$ cat config.mk
export PLATFORM = sky130hd
export DESIGN_NAME = fes_status_ctrl
export DESIGN_NICKNAME = d
export VERILOG_FILES = /design/src/hw/fes_pkg.sv /design/src/hw/fes_status_ctrl.sv /design/src/hw/fes_bus_cycle.sv
export SDC_FILE = /design/constraint.sdc
export NUM_CORES = 1
export LEC_CHECK = 0
export BUFFER_PORTS_ARGS = -buffer_cell sky130_fd_sc_hd__buf_2
export CORE_MARGIN = 3
export CORE_UTILIZATION = 48
export DETAILED_ROUTE_END_ITERATION = 8
export GPL_ROUTABILITY_DRIVEN = 0
export PLACE_DENSITY = 0.77
export SETUP_SLACK_MARGIN = 0.5
export SKIP_LAST_GASP = 1
export SLEW_MARGIN = 20
export SYNTH_ARGS = -nofsm -noshare
export SYNTH_HDL_FRONTEND = slang
export SYNTH_SLANG_ARGS = --single-unit
$ cat constraint.sdc
create_clock -name clk -period 2.8 [get_ports clk]
set_clock_uncertainty 0.05 [all_clocks]
set_input_delay 0.14 -clock clk [delete_from_list [all_inputs] [get_ports clk]]
set_output_delay 0.14 -clock clk [all_outputs]
set_load 0.05 [all_outputs]
$ cat src/hw/fes_pkg.sv
/*
 Package for the flash status-monitor controller: command codes, status bit
 positions, error classes, timing counts and the controller state type.
 Assumes a 16-bit asynchronous flash bus driven at a 200 MHz controller clock.
*/
// Behaviour
// Device raises timeout_flag when program or erase exceeds its pulse limit.
// Host clears timeout with reset; device may stay busy up to 2 us.
// Device raises buffer_abort_flag on buffer abort; host issues abort-reset.
// Clearing an error returns device to its prior state.
// On operation error device stays busy, overlays polling, status valid.
// In error, timeout_flag one, toggles run, erase timer and abort flag one.
// In error, polling_inverse_bit is inverted data, zero for erase.
// Error status register: bit7, bit5 erase, bit4 program, bits 3..1 set.
// Host clears operation error with reset or status clear; ready returns.
// In error device accepts only status read, reset, status clear.
// Protection violation busies device 20 to 100 us with status bit7 zero.
// Protection busy polling: timeout zero, toggles run, timer and abort one.
// During protection busy only status register read is accepted.
// After protection busy ready returns; status shows bit7, bit1, bits 3,2 clear.
// Buffer abort busy: timeout zero, toggle one runs, toggle two static.
// Buffer abort status register: bits 7,4,3 set; bits 5,2,1 clear.
// Host clears buffer abort with abort-reset or status clear.
// Status read during buffer abort returns register, error stays.
// Erasing sector reads: inverse zero, toggles run, timer one, busy low.
// Program suspend: suspended line invalid, elsewhere array data, ready high.
// Erase suspend: other sectors read array data with ready high.
// Host gives valid target address and masks polling bits 4 and 0.
// Host rechecks polling_inverse_bit even after timeout_flag is seen.
// After reset for timeout, host waits for ready before new commands.
package fes_pkg;
    // Polling bit positions
    localparam int POLL_INV_BIT  = 7;
    localparam int TOGGLE1_BIT   = 6;
    localparam int TIMEOUT_BIT   = 5;
    localparam int ERASE_TMR_BIT = 3;
    localparam int TOGGLE2_BIT   = 2;
    localparam int ABORT_BIT     = 1;
    localparam logic [15:0] POLL_MASK = 16'h00EE;
    // Status register bit positions
    localparam int SR_READY_BIT   = 7;
    localparam int SR_ERASE_BIT   = 5;
    localparam int SR_PROG_BIT    = 4;
    localparam int SR_ABORT_BIT   = 3;
    localparam int SR_SUSP_BIT    = 2;
    localparam int SR_PROTECT_BIT = 1;
    // Command cycles
    localparam logic [15:0] ADDR_UNLOCK1 = 16'h0555;
    localparam logic [15:0] ADDR_UNLOCK2 = 16'h02AA;
    localparam logic [15:0] DATA_UNLOCK1 = 16'h00AA;
    localparam logic [15:0] DATA_UNLOCK2 = 16'h0055;
    localparam logic [15:0] CMD_RESET    = 16'h00F0;
    localparam logic [15:0] CMD_SR_READ  = 16'h0070;
    localparam logic [15:0] CMD_SR_CLEAR = 16'h0071;
    // Error classes reported to the user
    localparam logic [1:0] ERR_NONE    = 2'h0;
    localparam logic [1:0] ERR_OP      = 2'h1;
    localparam logic [1:0] ERR_PROTECT = 2'h2;
    localparam logic [1:0] ERR_ABORT   = 2'h3;
    // Timing
    localparam int CLK_MHZ          = 200;
    localparam int BUS_NS           = 70;
    localparam int BUS_CYC          = (BUS_NS * CLK_MHZ + 999) / 1000;
    localparam int CLEAR_BUSY_US    = 2;
    localparam int CLEAR_BUSY_CYC   = CLEAR_BUSY_US * CLK_MHZ;
    localparam int PROT_BUSY_MAX_US = 100;
    localparam int PROT_BUSY_CYC    = PROT_BUSY_MAX_US * CLK_MHZ;
    localparam int CNT_W            = 16;
    typedef enum logic [3:0] {
        FES_IDLE  = 4'h0,
        FES_RD1   = 4'h1,
        FES_RD2   = 4'h3,
        FES_JUDGE = 4'h2,
        FES_SRCMD = 4'h6,
        FES_SRRD  = 4'h7,
        FES_CLR   = 4'h5,
        FES_WAIT  = 4'h4,
        FES_DONE  = 4'hC
    } fes_state_t;
endpackage : fes_pkg

$ cat src/hw/fes_status_ctrl.sv
/*
 Host-side monitor for embedded flash operations: polls the toggle and
 polling bits at the target address, classifies the three error kinds,
 reads the status register and clears an operation or abort error with the proper command.
 Assumes a user that starts a check after launching a program or erase.
*/
`timescale 1ns/1ps
module fes_status_ctrl (
    input  wire logic        clk,
    input  wire logic        rst,
    input  wire logic        check_start,
    input  wire logic [15:0] target_addr,
    input  wire logic [15:0] expect_data,
    input  wire logic        is_erase,
    input  wire logic [15:0] dq_in,
    input  wire logic        ready_busy_n,
    output logic             ce_n,
    output logic             oe_n,
    output logic             we_n,
    output logic [15:0]      a_out,
    output logic [15:0]      dq_out,
    output logic             dq_oe,
    output logic             check_done,
    output logic             check_ok,
    output logic [1:0]       err_kind,
    output logic [7:0]       status_seen,
    output logic             busy
);
    fes_pkg::fes_state_t st_r, st_nxt;
    logic [15:0] poll1_r, poll1_nxt, cmd_a, cmd_d;
    logic [2:0]  seq_r, seq_nxt;
    logic [15:0] wait_r, wait_nxt;
    logic [1:0]  kind_r, kind_nxt;
    logic [7:0]  sr_r, sr_nxt;
    logic        ok_r, ok_nxt, tmo_seen_r, tmo_seen_nxt, done_nxt;
    logic        cyc_start, cyc_write, cyc_done;
    logic [15:0] cyc_rdata, poll2;
    logic        tog1, tog2, inv_ok;

    fes_bus_cycle u_cyc (
        .clk    (clk),
        .rst    (rst),
        .start  (cyc_start),
        .write  (cyc_write),
        .addr   (cmd_a),
        .wdata  (cmd_d),
        .dq_in  (dq_in),
        .ce_n   (ce_n),
        .oe_n   (oe_n),
        .we_n   (we_n),
        .a_out  (a_out),
        .dq_out (dq_out),
        .dq_oe  (dq_oe),
        .rdata  (cyc_rdata),
        .done   (cyc_done)
    );

    // Compare two polls, reserved bits masked
    assign poll2  = cyc_rdata & fes_pkg::POLL_MASK;
    assign tog1   = poll1_r[fes_pkg::TOGGLE1_BIT] ^ poll2[fes_pkg::TOGGLE1_BIT];
    assign tog2   = poll1_r[fes_pkg::TOGGLE2_BIT] ^ poll2[fes_pkg::TOGGLE2_BIT];
    // Polling bit matches true data once done; erase completes to one
    assign inv_ok = cyc_rdata[fes_pkg::POLL_INV_BIT] ==
                    (is_erase ? 1'b1 : expect_data[fes_pkg::POLL_INV_BIT]);

    // Command address and data per state and step
    always_comb begin
        cmd_a     = target_addr;
        cmd_d     = 16'h0000;
        cyc_write = 1'b0;
        if (st_r == fes_pkg::FES_SRCMD) begin
            cyc_write = 1'b1;
            cmd_a     = fes_pkg::ADDR_UNLOCK1;
            cmd_d     = fes_pkg::CMD_SR_READ;
        end else if (st_r == fes_pkg::FES_CLR) begin
            cyc_write = 1'b1;
            cmd_a     = fes_pkg::ADDR_UNLOCK1;
            cmd_d     = fes_pkg::CMD_SR_CLEAR;
            if (kind_r == fes_pkg::ERR_ABORT) begin
                // Abort-reset: two unlock cycles then reset code
                case (seq_r)
                    3'h0: begin cmd_a = fes_pkg::ADDR_UNLOCK1; cmd_d = fes_pkg::DATA_UNLOCK1; end
                    3'h1: begin cmd_a = fes_pkg::ADDR_UNLOCK2; cmd_d = fes_pkg::DATA_UNLOCK2; end
                    default: begin cmd_a = fes_pkg::ADDR_UNLOCK1; cmd_d = fes_pkg::CMD_RESET; end
                endcase
            end else if (kind_r == fes_pkg::ERR_OP && tmo_seen_r) begin
                cmd_d = fes_pkg::CMD_RESET;
            end
        end
    end

    // Main sequencer
    always_comb begin
        st_nxt       = st_r;
        poll1_nxt    = poll1_r;
        seq_nxt      = seq_r;
        wait_nxt     = wait_r;
        kind_nxt     = kind_r;
        sr_nxt       = sr_r;
        ok_nxt       = ok_r;
        tmo_seen_nxt = tmo_seen_r;
        done_nxt     = 1'b0;
        cyc_start    = 1'b0;
        case (st_r)
            fes_pkg::FES_IDLE: begin
                if (check_start) begin
                    kind_nxt     = fes_pkg::ERR_NONE;
                    tmo_seen_nxt = 1'b0;
                    ok_nxt       = 1'b0;
                    wait_nxt     = 16'h0000;
                    st_nxt       = fes_pkg::FES_RD1;
                end
            end
            fes_pkg::FES_RD1: begin
                cyc_start = 1'b1;
                if (cyc_done) begin
                    poll1_nxt = cyc_rdata & fes_pkg::POLL_MASK;
                    st_nxt    = fes_pkg::FES_RD2;
                end
            end
            fes_pkg::FES_RD2: begin
                cyc_start = 1'b1;
                if (cyc_done) begin
                    st_nxt = fes_pkg::FES_JUDGE;
                end
            end
            fes_pkg::FES_JUDGE: begin
                if (!tog1 && inv_ok) begin
                    // Clean polls; a refused write only shows in the status register
                    st_nxt = fes_pkg::FES_SRCMD;
                end else if (tog1 && !tog2 && poll2[fes_pkg::ABORT_BIT]) begin
                    // A poll paired with array data can mimic abort; read again
                    if (tmo_seen_r) begin
                        kind_nxt = fes_pkg::ERR_ABORT;
                        st_nxt   = fes_pkg::FES_SRCMD;
                    end else begin
                        tmo_seen_nxt = 1'b1;
                        st_nxt       = fes_pkg::FES_RD1;
                    end
                end else if (tog1 && poll2[fes_pkg::TIMEOUT_BIT]) begin
                    // Recheck once after timeout before declaring error
                    if (tmo_seen_r) begin
                        kind_nxt = fes_pkg::ERR_OP;
                        st_nxt   = fes_pkg::FES_SRCMD;
                    end else begin
                        tmo_seen_nxt = 1'b1;
                        st_nxt       = fes_pkg::FES_RD1;
                    end
                end else if (wait_r >= 16'(fes_pkg::PROT_BUSY_CYC) && tog1 && tog2) begin
                    kind_nxt = fes_pkg::ERR_PROTECT;
                    st_nxt   = fes_pkg::FES_SRCMD;
                end else begin
                    st_nxt = fes_pkg::FES_RD1;
                end
            end
            fes_pkg::FES_SRCMD: begin
                cyc_start = 1'b1;
                if (cyc_done) begin
                    st_nxt = fes_pkg::FES_SRRD;
                end
            end
            fes_pkg::FES_SRRD: begin
                cyc_start = 1'b1;
                if (cyc_done) begin
                    sr_nxt  = cyc_rdata[7:0];
                    seq_nxt = 3'h0;
                    ok_nxt  = 1'b0;
                    if (kind_r == fes_pkg::ERR_NONE) begin
                        // Protect bit left after the busy period marks a refused write
                        if (cyc_rdata[fes_pkg::SR_PROTECT_BIT]) begin
                            kind_nxt = fes_pkg::ERR_PROTECT;
                        end else begin
                            ok_nxt = 1'b1;
                        end
                        st_nxt = fes_pkg::FES_DONE;
                    end else begin
                        // Protection status clears itself; nothing to write
                        st_nxt = (kind_r == fes_pkg::ERR_PROTECT) ? fes_pkg::FES_WAIT : fes_pkg::FES_CLR;
                    end
                end
            end
            fes_pkg::FES_CLR: begin
                cyc_start = 1'b1;
                if (cyc_done) begin
                    if (kind_r == fes_pkg::ERR_ABORT && seq_r != 3'h2) begin
                        seq_nxt = seq_r + 3'h1;
                    end else begin
                        wait_nxt = 16'h0000;
                        st_nxt   = fes_pkg::FES_WAIT;
                    end
                end
            end
            fes_pkg::FES_WAIT: begin
                // Hold off new commands until ready returns
                if (ready_busy_n) begin
                    st_nxt = fes_pkg::FES_DONE;
                end
            end
            fes_pkg::FES_DONE: begin
                done_nxt = 1'b1;
                st_nxt   = fes_pkg::FES_IDLE;
            end
            default: st_nxt = fes_pkg::FES_IDLE;
        endcase
        if (st_r != fes_pkg::FES_IDLE && st_r != fes_pkg::FES_DONE && wait_r != 16'hFFFF) begin
            wait_nxt = wait_nxt + 16'h0001;
        end
    end

    // Registers; user outputs straight from flops
    always_ff @(posedge clk or posedge rst) begin
        if (rst) begin
            st_r <= fes_pkg::FES_IDLE; poll1_r <= 16'h0000; seq_r <= 3'h0;
            wait_r <= 16'h0000; kind_r <= fes_pkg::ERR_NONE; sr_r <= 8'h00;
            ok_r <= 1'b0; tmo_seen_r <= 1'b0;
            check_done <= 1'b0; check_ok <= 1'b0; err_kind <= 2'h0;
            status_seen <= 8'h00; busy <= 1'b0;
        end else begin
            st_r <= st_nxt; poll1_r <= poll1_nxt; seq_r <= seq_nxt;
            wait_r <= wait_nxt; kind_r <= kind_nxt; sr_r <= sr_nxt;
            ok_r <= ok_nxt; tmo_seen_r <= tmo_seen_nxt;
            check_done  <= done_nxt;
            check_ok    <= ok_nxt;
            err_kind    <= kind_nxt;
            status_seen <= sr_nxt;
            busy        <= (st_nxt != fes_pkg::FES_IDLE);
        end
    end
endmodule : fes_status_ctrl

$ cat src/hw/fes_bus_cycle.sv
/*
 One asynchronous flash bus cycle, read or write, with fixed strobe width.
 Assumes the flash samples on the strobe's rising edge.
*/
`timescale 1ns/1ps
module fes_bus_cycle (
    input  wire logic        clk,
    input  wire logic        rst,
    input  wire logic        start,
    input  wire logic        write,
    input  wire logic [15:0] addr,
    input  wire logic [15:0] wdata,
    input  wire logic [15:0] dq_in,
    output logic             ce_n,
    output logic             oe_n,
    output logic             we_n,
    output logic [15:0]      a_out,
    output logic [15:0]      dq_out,
    output logic             dq_oe,
    output logic [15:0]      rdata,
    output logic             done
);
    logic [7:0]  cnt_r, cnt_nxt;
    logic        busy_r, busy_nxt, wr_r, wr_nxt, done_nxt;
    logic [15:0] a_nxt, d_nxt, rd_nxt;

    // Next-state of a single strobe
    always_comb begin
        cnt_nxt  = cnt_r;
        busy_nxt = busy_r;
        wr_nxt   = wr_r;
        a_nxt    = a_out;
        d_nxt    = dq_out;
        rd_nxt   = rdata;
        done_nxt = 1'b0;
        // Not in the done cycle: the caller still holds start while it moves on
        if (!busy_r && !done && start) begin
            busy_nxt = 1'b1;
            wr_nxt   = write;
            a_nxt    = addr;
            d_nxt    = wdata;
            cnt_nxt  = 8'(fes_pkg::BUS_CYC);
        end else if (busy_r) begin
            if (cnt_r == 8'h00) begin
                busy_nxt = 1'b0;
                done_nxt = 1'b1;
                rd_nxt   = dq_in; // Sample before strobe rises
            end else begin
                cnt_nxt = cnt_r - 8'h01;
            end
        end
    end

    // Registers; strobes are flops for clean edges
    always_ff @(posedge clk or posedge rst) begin
        if (rst) begin
            cnt_r <= 8'h00; busy_r <= 1'b0; wr_r <= 1'b0;
            a_out <= 16'h0000; dq_out <= 16'h0000; rdata <= 16'h0000; done <= 1'b0;
            ce_n <= 1'b1; oe_n <= 1'b1; we_n <= 1'b1; dq_oe <= 1'b0;
        end else begin
            cnt_r <= cnt_nxt; busy_r <= busy_nxt; wr_r <= wr_nxt;
            a_out <= a_nxt; dq_out <= d_nxt; rdata <= rd_nxt; done <= done_nxt;
            ce_n  <= ~busy_nxt;
            oe_n  <= ~(busy_nxt & ~wr_nxt);
            we_n  <= ~(busy_nxt & wr_nxt);
            dq_oe <= busy_nxt & wr_nxt;
        end
    end
endmodule : fes_bus_cycle

### Yosys cells after proc, flatten, opt, wreduce, memory -nomap -nowiden

Index checks and enable logic that the tools add are counted.

| cells by class | value |
|---|---|
| add/sub/neg operators | 3 |
| reductions and logical operators | 36 |
| div/mod/pow operators | 0 |
| multipliers | 0 |
| bitwise gates (word level) | 9 |
| mux-type cells | 69 |
| shifts and indexed selects | 0 |
| $lt $le $gt $ge | 1 |
| eq/ne operators | 28 |

Operators with widths:

| operator | number |
|---|---|
| $mux 16 | 9 |
| $mux 4 | 12 |
| $mux 8 | 4 |
| $pmux 16 s2 | 1 |
| $pmux 4 s8 | 1 |
| $mux 11 | 2 |
| $mux 1 | 20 |
| $mux 2 | 10 |
| $add 16x1->16 const B | 1 |
| $eq 4x3->1 const B | 4 |
| $ge 16x15->1 const B | 1 |
| $ne 16x16->1 const B | 1 |
| $pmux 8 s2 | 1 |
| $mux 3 | 5 |
| $logic_and 1x1->1 | 12 |
| $ne 2x1->1 const B | 5 |
| $ne 3x3->1 const B | 3 |
| $reduce_and 9->1 | 1 |
| $eq 4x2->1 const B | 2 |
| $logic_not 8->1 | 1 |
| $ne 4x4->1 const B | 2 |
| $reduce_and 4->1 | 2 |
| $reduce_bool 2->1 | 4 |
| $reduce_bool 4->1 | 2 |
| other kinds (24) | 40 |

| storage, ports and cells | value |
|---|---|
| ROM bits | 0 |
| bits in latches | 0 |
| memories kept | 0 |
| output and inout bits | 49 |
| input port bits | 53 |
| register bits | 97 |
| bits in writable memories | 0 |

### Longest topological paths before layout

| logic depth | value |
|---|---|
| depth in word-level cells | 9 |
| depth in mapped cells | 11 |
| depth with buffers taken out | 11 |

### Modules after synthesis

From an unflattened synthesis, not the netlist that was laid out.

| second synthesis, totals | value |
|---|---|
| cells, all modules | 503 |
| area, all modules | 4,994.8 µm² |

By module, submodules not included:

| module | seq. area each (µm²) | times used | cells each | area each (µm²) |
|---|---|---|---|---|
| fes_bus_cycle | 1,580.3 | 1 | 230 | 2,499.9 |
| fes_status_ctrl | 975.9 | 1 | 273 | 2,494.9 |

### Worst setup path before layout

No wires, ideal clock.

| timing | value |
|---|---|
| path kind | flip-flop to flip-flop |
| from | register kind_r[1] |
| to | register wait_r[14] |
| setup slack | -0.050 ns |
| required time | 2.625 ns |
| stages on the path, launching flop included | 10 |
| clock period less this slack | 2.850 ns |
| path buffers | 0 |
| arrival time | 2.675 ns |
| setup time | 0.125 ns |
| cell sequence | dfrtp_1 -> nand2_1 -> o21ai_0 -> a2111oi_4 -> nor2b_1 -> ha_1 -> nand3_1 -> a2111oi_2 -> nand4_1 -> mux2_2 |

| on the way | value |
|---|---|
| cells in the longest elaborated chain, start to end | 7 |

RTL lines:

| what | line | source |
|---|---|---|
| start: declaration | fes_status_ctrl.sv:33 | `logic [1:0] kind_r, kind_nxt;` |
| start signal: assignment | fes_status_ctrl.sv:220 | `wait_r <= wait_nxt; kind_r <= kind_nxt; sr_r <= sr_nxt;` |
| $eq 2x2->1 * | fes_status_ctrl.sv:185 | `if (kind_r == fes_pkg::ERR_ABORT && seq_r != 3'h2) begin` |
| $logic_and 1x1->1 * | fes_status_ctrl.sv:185 |  |
| $mux 16 * | fes_status_ctrl.sv:185 |  |
| $mux 16 * | fes_status_ctrl.sv:184 | `if (cyc_done) begin` |
| $pmux 16 s2 * | fes_status_ctrl.sv:104 | `case (st_r)` |
| $add 16x1->16 | fes_status_ctrl.sv:206 | `wait_nxt = wait_nxt + 16'h0001;` |
| $mux 16 * | fes_status_ctrl.sv:205 | `if (st_r != fes_pkg::FES_IDLE && st_r != fes_pkg::FES_DONE && wait_r != 16'hFFFF) begin` |
| net wait_nxt[14] | fes_status_ctrl.sv:32 | `logic [15:0] wait_r, wait_nxt;` |
| end signal: assignment | fes_status_ctrl.sv:220 |  |
| end: declaration | fes_status_ctrl.sv:32 |  |

Mark *: on every way through the listed nets, which the timed path passes. The rest lies on a longest branch.
A chain may end at the register's enable or synchronous reset.

### Worst setup path after layout

| timing | value |
|---|---|
| from | register seq_r[0] |
| to | register wait_r[4] |

| on the way | value |
|---|---|
| cells in the longest elaborated chain, start to end | 7 |

RTL lines:

| what | line | source |
|---|---|---|
| start: declaration | fes_status_ctrl.sv:31 | `logic [2:0] seq_r, seq_nxt;` |
| start signal: assignment | fes_status_ctrl.sv:219 | `st_r <= st_nxt; poll1_r <= poll1_nxt; seq_r <= seq_nxt;` |
| $ne 3x2->1 * | fes_status_ctrl.sv:185 |  |
| $logic_and 1x1->1 * | fes_status_ctrl.sv:185 |  |
| $mux 16 * | fes_status_ctrl.sv:185 |  |
| $mux 16 * | fes_status_ctrl.sv:184 |  |
| $pmux 16 s2 * | fes_status_ctrl.sv:104 |  |
| $add 16x1->16 | fes_status_ctrl.sv:206 |  |
| $mux 16 * | fes_status_ctrl.sv:205 |  |
| net wait_nxt[4] | fes_status_ctrl.sv:32 |  |

Marked as above.

==> impl_metrics.env <==
export IMPL_status="finished clean"
export IMPL_finalWorstSetupSlack_ns=0.358
export IMPL_antenna_cells=0
export IMPL_vias=3424
export IMPL_rrSetupSlack_ns=0.36
export IMPL_cts_max_level=3
export IMPL_cp_endpoint="wait_r[4]"
export IMPL_avgSynthCellArea_sq_um=10.2
export IMPL_pwr_share_comb_pct=47.3
export IMPL_path_depth=13
export IMPL_endpoint_kind="register"
export IMPL_io_buffers=70
export IMPL_fill_cells=636
export IMPL_dp_hpwl_mm=6.20
export IMPL_grt_pass1_vias=3361
export IMPL_hold_viol=0
export IMPL_cap_violations=0
export IMPL_max_slew_worst_pin_slew_ns=0.788
export IMPL_synth_top_area_share_pct=50.1
export IMPL_cp_startpoint="seq_r[0]"
export IMPL_power_share_sequential_pct=36.1
export IMPL_clkPwrFrac_pct=16.5
export IMPL_fin_crit_sh_pct=87.2
export IMPL_slowest_stage="a2111oi_4"
export IMPL_core_area_sq_um=7970
export IMPL_yosysMostFrequentCell="dfrtp_1"
export IMPL_setup_viol=0
export IMPL_io_pin_count=102
export IMPL_cts_made_buffers=9
export IMPL_crit_chain="inv_2 -> ha_4 -> nor2b_4 -> o21ai_4 -> a2111oi_4 -> nor2b_1 -> ha_2 -> buf_4 -> buf_6 -> nand3_2 -> a211oi_2 -> xnor2_1 -> nor2_1"
export IMPL_fin_nets=572
export IMPL_intPower_mw=2.89
export IMPL_start_util_pct=50.7
export IMPL_dr_pass1_iters=5
export IMPL_fin_setup_tns_ns=0
export IMPL_grt_start_max_net_pins=49
export IMPL_cts_root_buf="clkbuf_8"
export IMPL_dp_slack_ns=0.145
export IMPL_die_h_um=97.8
export IMPL_worstPathMaxFanout=4
export IMPL_yosys_warnings=0
export IMPL_p_per_area_nw_per_um2=1010
export IMPL_grt_use_total_pct=20.1
export IMPL_vdd_drop_max_v=0.000453
export IMPL_wl_per_cell_um=16.0
export IMPL_synth_seq_cells=84
export IMPL_cts_tree="done"
export IMPL_overflow=0
export IMPL_seqCellArea_sq_um=2110
export IMPL_fmax_ghz=0.409
export IMPL_clk_latency_ns=0.36
export IMPL_required_ns=3.00
export IMPL_synth_ff_type="dfrtp_1"
export IMPL_setup_worst_path_class="reg2reg"
export IMPL_yosys_area_top_type="dfrtp_1"
export IMPL_drv_slew=0
export IMPL_clock_path_buffers=2
export IMPL_reg2reg_to="wait_r[4]"
export IMPL_ys_types=58
export IMPL_cts_clk_slew_worst_paths_ns=0.08
export IMPL_fp_row_count=32
export IMPL_drc=0
export IMPL_p_sw_mw=2.35
export IMPL_hold_path_class="in2reg"
export IMPL_syn_area_sq_um=4040
export IMPL_wirelength_mm=9.93
export IMPL_multi_input_area_sq_um=1900
export IMPL_yosys_top_cells_count="dfrtp_1 (81), nand2_1 (48), nor2_1 (35), o21ai_0 (21), a21oi_1 (19)"
export IMPL_grt_pass1_wl_mm=15.8
export IMPL_max_stage_delay_ns=0.49
export IMPL_postSynthCellCount=398
export IMPL_crit_buf_inv=3
export IMPL_drt_iter0_drc=215
export IMPL_cts_sinks=84
export IMPL_antenna_found_initial=0
export IMPL_rr_worst_depth=13
export IMPL_critPathLaunchType="register"
export IMPL_synthArstFlopShare_pct=100
export IMPL_rsz0062_at_grt="yes"
export IMPL_synth_edf_count=0
export IMPL_area_growth_pct=28.8
export IMPL_seq_area_frac_synth_pct=52.1
export IMPL_die_area_sq_um=9560
export IMPL_power_leakage_nw=2.40
export IMPL_r2r_start="seq_r[0]"
export IMPL_switching_share_pct=44.8
export IMPL_cp_top_family="compound AO/OA/AOI/OAI gates"
export IMPL_arrival_ns=2.64
export IMPL_ys_top_cells_by_area="dfrtp_1 (50%), mux2_2 (4.7%), nand2_1 (4.5%), nor2_1 (3.2%), xnor2_1 (3.2%)"
export IMPL_vias_per_cell=5.52
export IMPL_drive_above_1_share_pct=30.3
export IMPL_slew_limit_headroom_pct=47.3
export IMPL_antenna_left=0
export IMPL_fin_crit_ns=2.44
export IMPL_holdPathStages=3
export IMPL_die_w_um=97.8
metal layers:
layer	vias up	wire (um)	GRT usage, %
met2	130	5000	33.6
met5	-	0	0
met4	0	177	5.86
met1	1657	4210	26.1
met3	22	541	4.86
li1	1615	-	-
power groups by stage:
| stage | sequential (mW) | combinational [mW] | clock [mW] |
|---|---|---|---|
| after floorplan | 2.44 | 1.19 | 0 |
| after global placement | 1.90 | 2.21 | 0 |
| after detailed placement | 1.91 | 2.27 | 0 |
| after CTS | 1.88 | 2.39 | 0.890 |
| after global routing | 1.94 | 2.67 | 0.930 |
| final | 1.89 | 2.48 | 0.867 |
cells by family (layout without fill, tap and decap cells):
family	after synthesis	after routing	share of synthesized area (%)
simple gates	145	145	17.1
flops	84	84	52.1
compound gates	83	83	14.2
buf+inv	39	152	4.64
mux	22	22	6.10
xor+xnor	18	18	3.90
fa+ha+maj	6	6	1.86
other cells	1	8	0.0928
worst min-delay path: stages:
cell	delay [ns]
buf_2	0.12
nand3_1	0.15
o21a_1	0.14
final cells by class:
cell class	count	share of cell area, %
Clock buffer	11	2.52
Clock inverter	5	1.18
Inverter	14	1.08
Multi-Input combinational cell	282	36.5
Sequential cell	84	40.5
Tap cell	102	2.45
Timing Repair Buffer	122	15.8
cell usage in the layout, fill, tap and decap left out, types with 3 or more instances in the layout:
| cell | instances |
|---|---|
| nor2_1 | 35 |
| xnor2_1 | 15 |
| mux2_2 | 16 |
| a211oi_2 | 3 |
| and3_1 | 5 |
| o211ai_1 | 4 |
| nand3_1 | 9 |
| o31ai_1 | 3 |
| clkinvlp_4 | 4 |
| clkbuf_8 | 9 |
| nor2b_1 | 4 |
| buf_4 | 24 |
| nand2b_1 | 5 |
| or4_1 | 3 |
| conb_1 | 8 |
| a211oi_1 | 3 |
| mux2_1 | 4 |
| nand2_1 | 47 |
| nor3_1 | 10 |
| a21oi_1 | 18 |
| buf_2 | 70 |
| o21ai_0 | 20 |
| dfrtp_1 | 79 |
| inv_1 | 12 |
| dlygate4sd3_1 | 26 |
| dfstp_2 | 3 |
| nor4_1 | 5 |
| nand4_1 | 5 |
| ha_1 | 4 |
| a22o_1 | 6 |
| xor2_1 | 3 |
worst min-delay path by stage:
stage / start / to / slack (ns)
global route: check_start / tmo_seen_r / 0.19
CTS: check_start / tmo_seen_r / 0.17
floorplan: ready_busy_n / st_r[3] / 0.22
finish: check_start / tmo_seen_r / 0.18
detailed placement: rst / u_cyc.a_out[11] / 0.28
global placement: rst / u_cyc.a_out[11] / 0.26
timing repair:
action / 4_1_cts / 5_1_grt
hold endpoints to repair: 58 / 0
resized for setup: 7 / 9
pin swaps: 7 / 3
endpoints found under the setup margin: 5 / 17
hold buffers: 26 / 0
setup buffers: 8 / 6
flip-flops by register name, summed over array words and instances (netlist names), 3 cells and up:
register,count
st_r,4
u_cyc.rdata,8
u_cyc.dq_out,6
u_cyc.a_out,16
wait_r,16
sr_r,8
u_cyc.cnt_r,8
seq_r,3
through the flow:
stage	total power, mW	utilization (%)	cell area, sq um	hold WS (ns)	std cells
after floorplan	3.63	-	4130	0.221	405
after global placement	4.11	57.4	4580	0.264	564
after detailed placement	4.19	57.4	4580	0.284	564
after CTS	5.16	64.3	5120	0.166	614
after global routing	5.54	65.3	5200	0.190	620
final	5.24	65.3	5200	0.180	620
No activity file was read; power rests on OpenSTA's default activity.
